==> src/susc_pkg.sv <==
/*
  Package for the serial unit status/control block: register indices,
  field positions, wire modes and clock source codes.
  Assumes a single 200 MHz core clock domain.
*/
package susc_pkg;

  // register indices on the plain register port
  localparam logic [0:0] SUSC_ADDR_STATUS  = 1'h0;
  localparam logic [0:0] SUSC_ADDR_CONTROL = 1'h1;

  // status register fields
  localparam int SUSC_ST_START = 7;
  localparam int SUSC_ST_OVF   = 6;
  localparam int SUSC_ST_STOP  = 5;
  localparam int SUSC_ST_COLL  = 4;

  // control register fields
  localparam int SUSC_CT_SIE   = 7;
  localparam int SUSC_CT_OIE   = 6;
  localparam int SUSC_CT_WM_HI = 5;
  localparam int SUSC_CT_WM_LO = 4;
  localparam int SUSC_CT_CS_HI = 3;
  localparam int SUSC_CT_CS_LO = 2;
  localparam int SUSC_CT_CLK   = 1;
  localparam int SUSC_CT_TC    = 0;

  localparam logic [3:0] SUSC_CNT_MAX  = 4'hF;
  localparam logic [3:0] SUSC_CNT_ONE  = 4'h1;
  localparam logic [3:0] SUSC_CNT_ZERO = 4'h0;
  localparam logic [7:0] SUSC_BYTE_ZERO = 8'h00;
  localparam int         SUSC_MSB      = 7;

  typedef enum logic [1:0] {
    SUSC_WM_OFF   = 2'h0,
    SUSC_WM_THREE = 2'h1,
    SUSC_WM_TWO   = 2'h2,
    SUSC_WM_TWO_H = 2'h3
  } susc_wire_t;

  typedef enum logic [1:0] {
    SUSC_CS_SOFT  = 2'h0,
    SUSC_CS_TIMER = 2'h1,
    SUSC_CS_EXTP  = 2'h2,
    SUSC_CS_EXTN  = 2'h3
  } susc_csrc_t;

  // pins coming from the port logic and the outside lines
  typedef struct packed {
    logic sda_in;
    logic scl_in;
    logic sda_port;
    logic scl_port;
    logic sda_dir;
    logic scl_dir;
    logic do_port;
    logic do_dir;
  } susc_pins_in_t;

  // drives toward the pins; oe low means driven
  typedef struct packed {
    logic sda_out;
    logic sda_oe_n;
    logic scl_out;
    logic scl_oe_n;
    logic do_out;
    logic do_oe_n;
    logic pullup_off;
  } susc_pins_out_t;

endpackage

==> src/susc_core.sv <==
/*
  Status and control logic of the universal serial unit: start, overflow
  and stop flags, collision bit, 4-bit transfer counter, wire modes,
  clock holds and pin drives.
  Assumes pins are asynchronous (two-stage synchronised here) and the CPU
  register port, timer overflow pulse and global enable are synchronous.
*/
// The implementer's own choices: the placing of the registers and strobed register access.
`timescale 1ns/100ps
module susc_core
  import susc_pkg::*;
(
  input  wire logic           core_clk,
  input  wire logic           rst,
  input  wire logic           clk_en,
  input  wire logic [0:0]     reg_addr,
  input  wire logic [7:0]     reg_wdata,
  input  wire logic           reg_wr,
  input  wire logic           reg_rd,
  output logic      [7:0]     reg_rdata,
  input  wire logic [7:0]     shift_data_reg,
  input  wire logic           timer_zero_ovf,
  input  wire logic           global_irq_en,
  input  wire logic           deep_sleep,
  input  wire susc_pins_in_t  pins_in,
  output susc_pins_out_t      pins_out,
  output logic                start_irq,
  output logic                overflow_irq,
  output logic                wake_all,
  output logic                wake_idle,
  output logic                shift_clk
);

  // ==========================================================
  // state
  typedef struct packed {
    logic [1:0]     sda_s;
    logic [1:0]     scl_s;
    logic           sda_d;
    logic           scl_d;
    logic           start_cond_flag;
    logic           count_overflow_flag;
    logic           stop_cond_flag;
    logic [3:0]     transfer_count;
    logic           start_irq_enable;
    logic           overflow_irq_enable;
    susc_wire_t     wire_select;
    susc_csrc_t     clock_source_select;
    logic           clock_strobe_bit;
    logic           start_hold;
    logic           data_latch;
    logic [7:0]     rdata;
    susc_pins_out_t pins;
    logic           s_irq;
    logic           o_irq;
    logic           w_all;
    logic           w_idle;
    logic           sclk;
  } susc_state_t;

  susc_state_t st;
  susc_state_t next_st;

  logic sda_v;
  logic scl_v;
  logic scl_rise;
  logic scl_fall;
  logic sda_rise;
  logic sda_fall;
  logic two_wire;
  logic wr_stat;
  logic wr_ctrl;
  logic ext_src;
  logic cnt_tick;
  logic sr_tick;
  logic ovf_hold;

  // ==========================================================
  // combinational next state
  always_comb begin
    next_st = st;
    // second stage only is read by logic
    next_st.sda_s = {st.sda_s[0], pins_in.sda_in};
    next_st.scl_s = {st.scl_s[0], pins_in.scl_in};
    sda_v = st.sda_s[1];
    scl_v = st.scl_s[1];
    next_st.sda_d = sda_v;
    next_st.scl_d = scl_v;
    scl_rise = scl_v & ~st.scl_d;
    scl_fall = ~scl_v & st.scl_d;
    sda_rise = sda_v & ~st.sda_d;
    sda_fall = ~sda_v & st.sda_d;
    two_wire = st.wire_select[1];
    wr_stat  = reg_wr && (reg_addr == SUSC_ADDR_STATUS);
    wr_ctrl  = reg_wr && (reg_addr == SUSC_ADDR_CONTROL);
    ext_src  = st.clock_source_select[1];

    // counter and shift clock selection; inputs act in every mode
    cnt_tick = 1'b0;
    sr_tick  = 1'b0;
    if (ext_src) begin
      sr_tick = (st.clock_source_select == SUSC_CS_EXTP) ? scl_rise
                                                           : scl_fall;
      if (st.clock_strobe_bit) begin
        cnt_tick = wr_ctrl && reg_wdata[SUSC_CT_TC];
      end else begin
        cnt_tick = scl_rise | scl_fall;
      end
    end else if (st.clock_source_select == SUSC_CS_TIMER) begin
      cnt_tick = timer_zero_ovf;
      sr_tick  = timer_zero_ovf;
    end else begin
      cnt_tick = wr_ctrl && reg_wdata[SUSC_CT_CLK];
      sr_tick  = cnt_tick;
    end
    next_st.sclk = sr_tick;

    // counter: cpu load takes precedence over a tick in the same cycle
    if (wr_stat) begin
      next_st.transfer_count = reg_wdata[3:0];
    end else if (cnt_tick) begin
      next_st.transfer_count = st.transfer_count + SUSC_CNT_ONE;
    end

    // hold scl once the master pulls it low after a start; evaluated
    // before the clear so a same-cycle clear still releases the line
    if (two_wire && st.start_cond_flag && scl_fall) begin
      next_st.start_hold = 1'b1;
    end
    // write-one clears first, then start and stop sets win over the clear; overflow is never set in a status write cycle
    if (wr_stat && reg_wdata[SUSC_ST_START]) begin
      next_st.start_cond_flag = 1'b0;
      next_st.start_hold = 1'b0;
    end
    if (wr_stat && reg_wdata[SUSC_ST_OVF]) begin
      next_st.count_overflow_flag = 1'b0;
    end
    if (wr_stat && reg_wdata[SUSC_ST_STOP]) begin
      next_st.stop_cond_flag = 1'b0;
    end
    if (two_wire && sda_fall && scl_v) begin
      next_st.start_cond_flag = 1'b1;
    end
    if (!two_wire && st.clock_source_select[1] && !st.clock_strobe_bit
        && (scl_rise || scl_fall)) begin
      next_st.start_cond_flag = 1'b1;
    end
    if (two_wire && sda_rise && scl_v) begin
      next_st.stop_cond_flag = 1'b1;
    end
    if (cnt_tick && !wr_stat && st.transfer_count == SUSC_CNT_MAX) begin
      next_st.count_overflow_flag = 1'b1;
    end
    if (st.wire_select == SUSC_WM_OFF) begin
      next_st.start_hold = 1'b0;
    end

    // control register
    if (wr_ctrl) begin
      next_st.start_irq_enable    = reg_wdata[SUSC_CT_SIE];
      next_st.overflow_irq_enable = reg_wdata[SUSC_CT_OIE];
      next_st.wire_select =
        susc_wire_t'(reg_wdata[SUSC_CT_WM_HI:SUSC_CT_WM_LO]);
      next_st.clock_source_select =
        susc_csrc_t'(reg_wdata[SUSC_CT_CS_HI:SUSC_CT_CS_LO]);
      // strobe bit is a select only under external clocking
      next_st.clock_strobe_bit = reg_wdata[SUSC_CT_CS_HI]
                                 & reg_wdata[SUSC_CT_CLK];
    end

    // output latch transparent in first half of external clock
    if (!ext_src || (st.clock_source_select == SUSC_CS_EXTP ? !scl_v
                                                           : scl_v)) begin
      next_st.data_latch = shift_data_reg[SUSC_MSB];
    end

    // read data, one cycle after the strobe; control strobe bits read as zero
    next_st.rdata = SUSC_BYTE_ZERO;
    if (reg_rd && reg_addr == SUSC_ADDR_STATUS) begin
      next_st.rdata = {st.start_cond_flag, st.count_overflow_flag,
                       st.stop_cond_flag,
                       shift_data_reg[SUSC_MSB] ^ sda_v,
                       st.transfer_count};
    end else if (reg_rd && reg_addr == SUSC_ADDR_CONTROL) begin
      next_st.rdata = {st.start_irq_enable, st.overflow_irq_enable,
                       st.wire_select, st.clock_source_select,
                       2'h0};
    end

    // pin drives
    ovf_hold = (st.wire_select == SUSC_WM_TWO_H)
               && st.count_overflow_flag;
    next_st.pins.sda_out    = 1'b0;
    next_st.pins.scl_out    = 1'b0;
    next_st.pins.sda_oe_n   = 1'b1;
    next_st.pins.scl_oe_n   = 1'b1;
    next_st.pins.do_out     = pins_in.do_port;
    next_st.pins.do_oe_n    = ~pins_in.do_dir;
    next_st.pins.pullup_off = two_wire;
    if (st.wire_select == SUSC_WM_THREE) begin
      next_st.pins.do_out = st.data_latch;
    end else if (two_wire) begin
      next_st.pins.sda_oe_n = ~(pins_in.sda_dir
        && (!st.data_latch || !pins_in.sda_port));
      next_st.pins.scl_oe_n = ~(pins_in.scl_dir
        && (!pins_in.scl_port || st.start_hold || ovf_hold));
    end

    // interrupts and wake requests
    next_st.s_irq = st.start_cond_flag && st.start_irq_enable
                    && global_irq_en;
    next_st.o_irq = st.count_overflow_flag && st.overflow_irq_enable
                    && global_irq_en;
    next_st.w_all = next_st.s_irq;
    next_st.w_idle = next_st.o_irq && !deep_sleep;
  end

  // ==========================================================
  // registers
  always_ff @(posedge core_clk) begin
    if (rst) begin
      st <= '0;
      st.sda_s <= 2'h3;
      st.scl_s <= 2'h3;
      st.sda_d <= 1'b1;
      st.scl_d <= 1'b1;
      st.pins.sda_oe_n <= 1'b1;
      st.pins.scl_oe_n <= 1'b1;
      st.pins.do_oe_n  <= 1'b1;
    end else if (clk_en) begin
      st <= next_st;
    end
  end

  assign reg_rdata    = st.rdata;
  assign pins_out     = st.pins;
  assign start_irq    = st.s_irq;
  assign overflow_irq = st.o_irq;
  assign wake_all     = st.w_all;
  assign wake_idle    = st.w_idle;
  assign shift_clk    = st.sclk;

  // ==========================================================
  // checks
  property p_start_set;
    @(posedge core_clk) disable iff (rst)
      clk_en && two_wire && sda_fall && scl_v
      |=> st.start_cond_flag;
  endproperty
  a_start_set: assert property (p_start_set)
    else $error("start flag not set on start condition");

  property p_start_irq;
    @(posedge core_clk) disable iff (rst)
      clk_en && st.start_cond_flag && st.start_irq_enable && global_irq_en
      |=> start_irq;
  endproperty
  a_start_irq: assert property (p_start_irq)
    else $error("start irq missing");

  property p_start_clr;
    @(posedge core_clk) disable iff (rst)
      clk_en && wr_stat && reg_wdata[SUSC_ST_START] && !(two_wire && sda_fall
      && scl_v) && !(!two_wire && ext_src && !st.clock_strobe_bit
      && (scl_rise || scl_fall)) |=> !st.start_cond_flag && !st.start_hold;
  endproperty
  a_start_clr: assert property (p_start_clr)
    else $error("start flag clear failed");

  property p_wrap;
    @(posedge core_clk) disable iff (rst)
      clk_en && cnt_tick && !wr_stat && st.transfer_count == SUSC_CNT_MAX
      |=> st.count_overflow_flag && st.transfer_count == SUSC_CNT_ZERO;
  endproperty
  a_wrap: assert property (p_wrap)
    else $error("overflow not flagged on wrap");

  property p_ovf_irq;
    @(posedge core_clk) disable iff (rst)
      clk_en && !(st.count_overflow_flag && st.overflow_irq_enable
      && global_irq_en) |=> !overflow_irq;
  endproperty
  a_ovf_irq: assert property (p_ovf_irq)
    else $error("spurious overflow irq");

  property p_wake_idle;
    @(posedge core_clk) disable iff (rst)
      $past(clk_en) && wake_idle |-> overflow_irq && $past(!deep_sleep);
  endproperty
  a_wake_idle: assert property (p_wake_idle)
    else $error("overflow wake from deep sleep");

  property p_load;
    @(posedge core_clk) disable iff (rst)
      clk_en && wr_stat |=> st.transfer_count == $past(reg_wdata[3:0]);
  endproperty
  a_load: assert property (p_load)
    else $error("counter load failed");

  property p_scl_hold;
    @(posedge core_clk) disable iff (rst)
      clk_en && ovf_hold && pins_in.scl_dir |=> !pins_out.scl_oe_n;
  endproperty
  a_scl_hold: assert property (p_scl_hold)
    else $error("scl not held on overflow");

  property p_off_mode;
    @(posedge core_clk) disable iff (rst)
      clk_en && st.wire_select == SUSC_WM_OFF
      |=> pins_out.sda_oe_n && pins_out.scl_oe_n && !st.start_hold;
  endproperty
  a_off_mode: assert property (p_off_mode)
    else $error("outputs active with mode zero");

  property p_stop_set;
    @(posedge core_clk) disable iff (rst)
      clk_en && two_wire && sda_rise && scl_v |=> st.stop_cond_flag;
  endproperty
  a_stop_set: assert property (p_stop_set)
    else $error("stop flag not set on stop condition");

  property p_pullup;
    @(posedge core_clk) disable iff (rst)
      clk_en && two_wire |=> pins_out.pullup_off;
  endproperty
  a_pullup: assert property (p_pullup)
    else $error("pull-ups left on in two-wire mode");

  property p_sda_drive;
    @(posedge core_clk) disable iff (rst)
      clk_en && two_wire && pins_in.sda_dir && !st.data_latch
      |=> !pins_out.sda_oe_n;
  endproperty
  a_sda_drive: assert property (p_sda_drive)
    else $error("sda not pulled low for a zero msb");

  property p_start_hold;
    @(posedge core_clk) disable iff (rst)
      clk_en && two_wire && st.start_hold && pins_in.scl_dir
      |=> !pins_out.scl_oe_n;
  endproperty
  a_start_hold: assert property (p_start_hold)
    else $error("scl not held after start");

  property p_wake_all;
    @(posedge core_clk) disable iff (rst)
      clk_en && st.start_cond_flag && st.start_irq_enable && global_irq_en
      |=> wake_all;
  endproperty
  a_wake_all: assert property (p_wake_all)
    else $error("start irq gave no wake request");

  property p_ovf_clr;
    @(posedge core_clk) disable iff (rst)
      clk_en && wr_stat && reg_wdata[SUSC_ST_OVF]
      |=> !st.count_overflow_flag;
  endproperty
  a_ovf_clr: assert property (p_ovf_clr)
    else $error("overflow flag clear failed");

endmodule

==> config.mk <==
export PLATFORM = sky130hd
export DESIGN_NAME = susc_core
export DESIGN_NICKNAME = d
export VERILOG_FILES = /design/src/susc_pkg.sv /design/src/susc_core.sv
export SDC_FILE = /design/constraint.sdc
export NUM_CORES = 1
export LEC_CHECK = 0
export ABC_AREA = 1
export BUFFER_PORTS_ARGS = -buffer_cell sky130_fd_sc_hd__buf_2
export CORE_AREA = 2 2 64 72
export CTS_CLUSTER_DIAMETER = 200
export DETAILED_ROUTE_END_ITERATION = 12
export DIE_AREA = 0 0 66 74
export PLACE_DENSITY_LB_ADDON = 0.08
export SETUP_SLACK_MARGIN = 0.1
export SLEW_MARGIN = 20
export SYNTH_ARGS = -nofsm -noshare
export SYNTH_HDL_FRONTEND = slang
export SYNTH_SLANG_ARGS = --single-unit
==> constraint.sdc <==
create_clock -name core_clk -period 1.72 [get_ports core_clk]
set_input_delay 0.516 -clock core_clk [delete_from_list [all_inputs] [get_ports core_clk]]
set_output_delay 0.516 -clock core_clk [all_outputs]
set_load 0.01 [all_outputs]
Yosys cells after proc, flatten, opt, wreduce, memory -nomap -nowiden
Cells that the tools add are included.
- bits of input ports: 33
- logic and storage cells: 126
- bits in registers: 39
- output and inout bits: 20
- reductions and logical operators: 55
- $add $sub $neg: 1
- equal/unequal tests: 5
- bitwise gates (word level): 15
- muxes and demuxes: 25
- operator list (cell ; number):
    logical AND 1 bit ; 28
    two-way mux 1 bit ; 21
    two-way mux 8 bit ; 2
    AND reduction 2 bit ; 7
    logical NOT 1 bit ; 9
    two-way mux 4 bit ; 2
    inverter 1 bit ; 8
    nonzero test 2 bit ; 3
    nonzero test 3 bit ; 2
    bitwise AND 1 bit ; 5
    logical OR 1 bit ; 5
    adder 4 x 1 -> 4 bit, second input constant ; 1
    equality test 2 x 1 -> 1 bit, second input constant ; 2
    equality test 2 bit, second input constant ; 2
    equality test 4 bit, second input constant ; 1
    logical NOT 2 bit ; 1
    OR 1 bit ; 1
    XOR 1 bit ; 1

Longest topological paths before layout
- word-level depth: 9
- mapped depth: 9
- depth with buffers taken out: 9

Least setup slack after synthesis
Ideal clock, no wire load.
- kind: reg2reg
- start: register st[36] (netlist name)
- end: register st[29] (netlist name)
- stages on the path, launching flop included: 9
- required time: 1.605 ns
- data arrival time: 1.170 ns
- path buffers: 0
- period minus slack after synthesis: 1.285 ns
- path slack: 0.435 ns
- library setup time: 0.115 ns
- cells stage by stage: dfxtp_1 inv_1 ha_1 nor2_1 nor2_2 nand2_2 nand3_4 a21oi_1 nor2_1
- cells in the longest elaborated chain, start to end: 7
- elaborated cells on any way between the ends: 8
- classes of those cells: mux: 2; bitwise: 4; reduce/logical: 2
- RTL lines (element ; line ; RTL):
    from (decl) ; susc_core.sv:61 ; susc_state_t st;
    from (signal assigned) ; susc_core.sv:231 ; st <= next_st;
    inverter 1 bit ; susc_core.sv:89 ; scl_rise = scl_v & ~st.scl_d;
    bitwise AND 1 bit ; susc_core.sv:89 ;
    OR 1 bit (*) ; susc_core.sv:107 ; cnt_tick = scl_rise | scl_fall;
    two-way mux 1 bit (*) ; susc_core.sv:104 ; if (st.clock_strobe_bit) begin
    two-way mux 1 bit (*) ; susc_core.sv:101 ; if (ext_src) begin
    nonzero test 2 bit (no source line) (*) ; n/a ;
    AND reduction 2 bit (no source line) (*) ; n/a ;
Every way passes the cells marked *; elsewhere a longest branch is shown, timed or not.
A chain may end at the register's enable or synchronous reset.

Worst setup path in the final report
- start: register st[36] (netlist name)
- end: register st[31] (netlist name)
Same word-level chain as after synthesis.

==> results.txt <==
most common cell after layout, fill and taps aside -> nand2_1
Routed WL -> 4561 um
Worst Reg-to-Reg Cells -> 8
Final Max Slew Viols -> 0
commonest cells after routing, fill and taps aside -> nand2_1, buf_2, dfxtp_1
crit path DAT -> 1.63 ns
fin crit period -> 1.438 ns
Stages on worst setup path -> 8
vias in the first global route -> 1647
skew final -> 0.007104 ns
DRC Markers -> 0
end of the critical path -> st[31]
reg2reg end -> st[31]
Seq/Total Area, Yosys -> 39.25%
Root Driver -> clkbuf_8
Top Ports -> 53
Post-synth EDFFs -> 0
CTS Buf Count -> 5
clk buf depth -> 2
DR pass1 iterations -> 4
Max-Cap Viols -> 0
status -> completed
FF+latch count, synth -> 39
fin nets -> 332
Most used DFF post-synth -> dfxtp_1
critical-path maximum fanout -> 8
clk_lat worst skew -> 0.30 ns
most used cell, CP -> nor2_1
Final Non-Filler Cells -> 351
CTS tree -> yes
critical path cell sequence -> inv_1 -> ha_1 -> nor2_1 -> nor2_2 -> nand2_2 -> nand3_4 -> a21oi_1 -> nor2_1
setup_tns -> 0 ns
Crit. End Element -> flop
mapped cell area -> 1989 sq um
Final GP Congestion -> 0.8045
fin crit share -> 83.63%
Placed Cells -> 343
Post-CTS Hold Fix Bufs -> 0
Row Count -> 25
Mean Syn Cell Area -> 7.507 sq um
core area -> 4192 sq um
post-DR wirelength/cell -> 12.99 um
power per cell area -> 842.5 nW/um^2
largest net degree at the start of global routing -> 24
via count -> 1751
Total GRT Usage -> 20.55%
Worst R2R Start -> st[36]
CP max-delay cell -> dfxtp_1
Fin. Hold Viols -> 0
FF/Latch Area -> 780.7 sq um
die outline area -> 4884 sq um
layout cells sized above 1 -> 26.26%
initial antenna violation count -> 0
r2r setup slk -> 0.28 ns
clk sinks -> 39
ant diodes -> 0
Max Clk Rate -> 695.2 MHz
Worst Hold Class -> input port to flop
DRT antenna net count -> 0
Layout fillers -> 443
hpwl dp -> 3389 um
critical path required time -> 1.91 ns
number of distinct library cells after synthesis -> 38
total gr overflow -> 0
Setup CP Type -> flop to flop
CP startpoint kind -> flop
post-cts resize count -> 0
clock slew at reported path FFs -> 0.08 ns
Worst setup startpoint -> st[36]
Layout area overhead -> 11.57%
pre-CTS WS -> 0.2874 ns
cell family with most CP delay -> simple AND/OR/NAND/NOR gates
RSZ-0062 raised after global routing -> no
1st-iter DRT viols -> 49
Die Width -> 66 um
peak supply drop -> 460.8 uV
Async SR Flop Fraction -> 0%
first-pass GRT wire length -> 7521 um
fin worst setup slack -> 0.2815 ns
YS warnings -> 0
Crit path largest cell delay -> 0.34 ns
buffers plus inverters on the worst setup path -> 1
Final Setup Violations -> 0
Lkg Pwr -> 1.022 nW
vias per cell -> 4.989
Die Y-Extent -> 74 um
cells after synthesis -> 265
Initial Utilization -> 47.46%
Post-CTS Setup Inserts -> 0
CTS H-tree depth -> 2
area of the multi-input gates -> 907.1 sq um
Port-buffer cells -> 43
[cells in the mapped netlist, types with 2 or more instances]
cell type | number | area share, %
buf_6 | 2 | 1.1
nor3_2 | 2 | 1.0
inv_2 | 4 | 0.75
nor3_1 | 2 | 0.50
dfxtp_1 | 39 | 39
a211oi_1 | 2 | 0.75
o211ai_1 | 3 | 1.1
nand3_1 | 17 | 4.3
nand4_1 | 2 | 0.63
ha_1 | 3 | 1.9
buf_4 | 18 | 6.8
nor2_1 | 16 | 3.0
nand2_4 | 2 | 1.1
o21ai_0 | 19 | 4.8
inv_1 | 25 | 4.7
a31oi_1 | 3 | 0.94
buf_2 | 5 | 1.3
a21oi_1 | 28 | 7.0
nand2_2 | 4 | 1.3
nand2_1 | 48 | 9.1
o21ai_2 | 2 | 0.88
o221ai_1 | 3 | 1.3
[area by class of cell]
cell class	instances	share of cell area [%]
Clock buffer	6	3.269
Tap cell	54	3.044
Timing Repair Buffer	49	11.72
Sequential cell	39	35.17
Inverter	31	5.355
Multi-Input combinational cell	170	40.87
Clock inverter	2	0.5637
[sequential cells by signal, summed over array words and instances (netlist names)]
name / count
pins_out: 5
ext_src: 1
wake_idle: 1
overflow_irq: 1
next_st: 5
wake_all: 1
shift_clk: 1
st: 16
reg_rdata: 8
[stage by stage]
step	area [sq um]	power [mW]	hold WS, ns	utilization [%]
after floorplan	1993	1.202	0.4292	-
after global placement	2135	1.271	0.4447	50.93
after detailed placement	2135	1.274	0.4480	50.93
after CTS	2220	1.892	0.3858	52.96
after global routing	2220	1.969	0.4114	52.96
final	2220	1.870	0.3977	52.96
[report_power, final]
group | switching (mW) | internal [mW] | total (mW)
logic | 0.165 | 0.104 | 0.269
clock network | 0.336 | 0.284 | 0.620
registers | 0.0334 | 0.947 | 0.981
total | 0.535 | 1.34 | 1.87
[cells by family after synthesis]
kind of cell	count (synthesis)	synth area share, %
buffers and inverters	57	15.35
flip-flops	39	39.25
AO/OA/AOI/OAI	66	19.31
adder cells (fa/ha/maj)	3	1.887
XOR/XNOR	1	0.4403
AND/OR/NAND/NOR	98	23.58
other	1	0.1885
[worst min-delay path by stage]
stage	start	endpoint	slack (ns)	depth (start not counted)
after CTS	pins_in[0]	pins_out[1]	0.39	2
after global placement	next_st[41]	next_st[41]	0.44	2
after detailed placement	next_st[39]	next_st[39]	0.45	2
after floorplan	next_st[39]	next_st[39]	0.43	2
after global routing	pins_in[0]	pins_out[1]	0.41	2
final	pins_in[0]	pins_out[1]	0.40	2
[layer usage]
| metal | vias to the layer above | GRT usage [%] | part of all wire [%] |
|---|---|---|---|
| met1 | 779 | 24.88 | 44 |
| met2 | 38 | 34.46 | 48 |
| met5 | - | 0 | 0 |
| li1 | 922 | - | - |
| met4 | 0 | 9.524 | 2.6 |
| met3 | 12 | 5.295 | 4.9 |
Note: power is estimated with default switching activity, not from simulation.
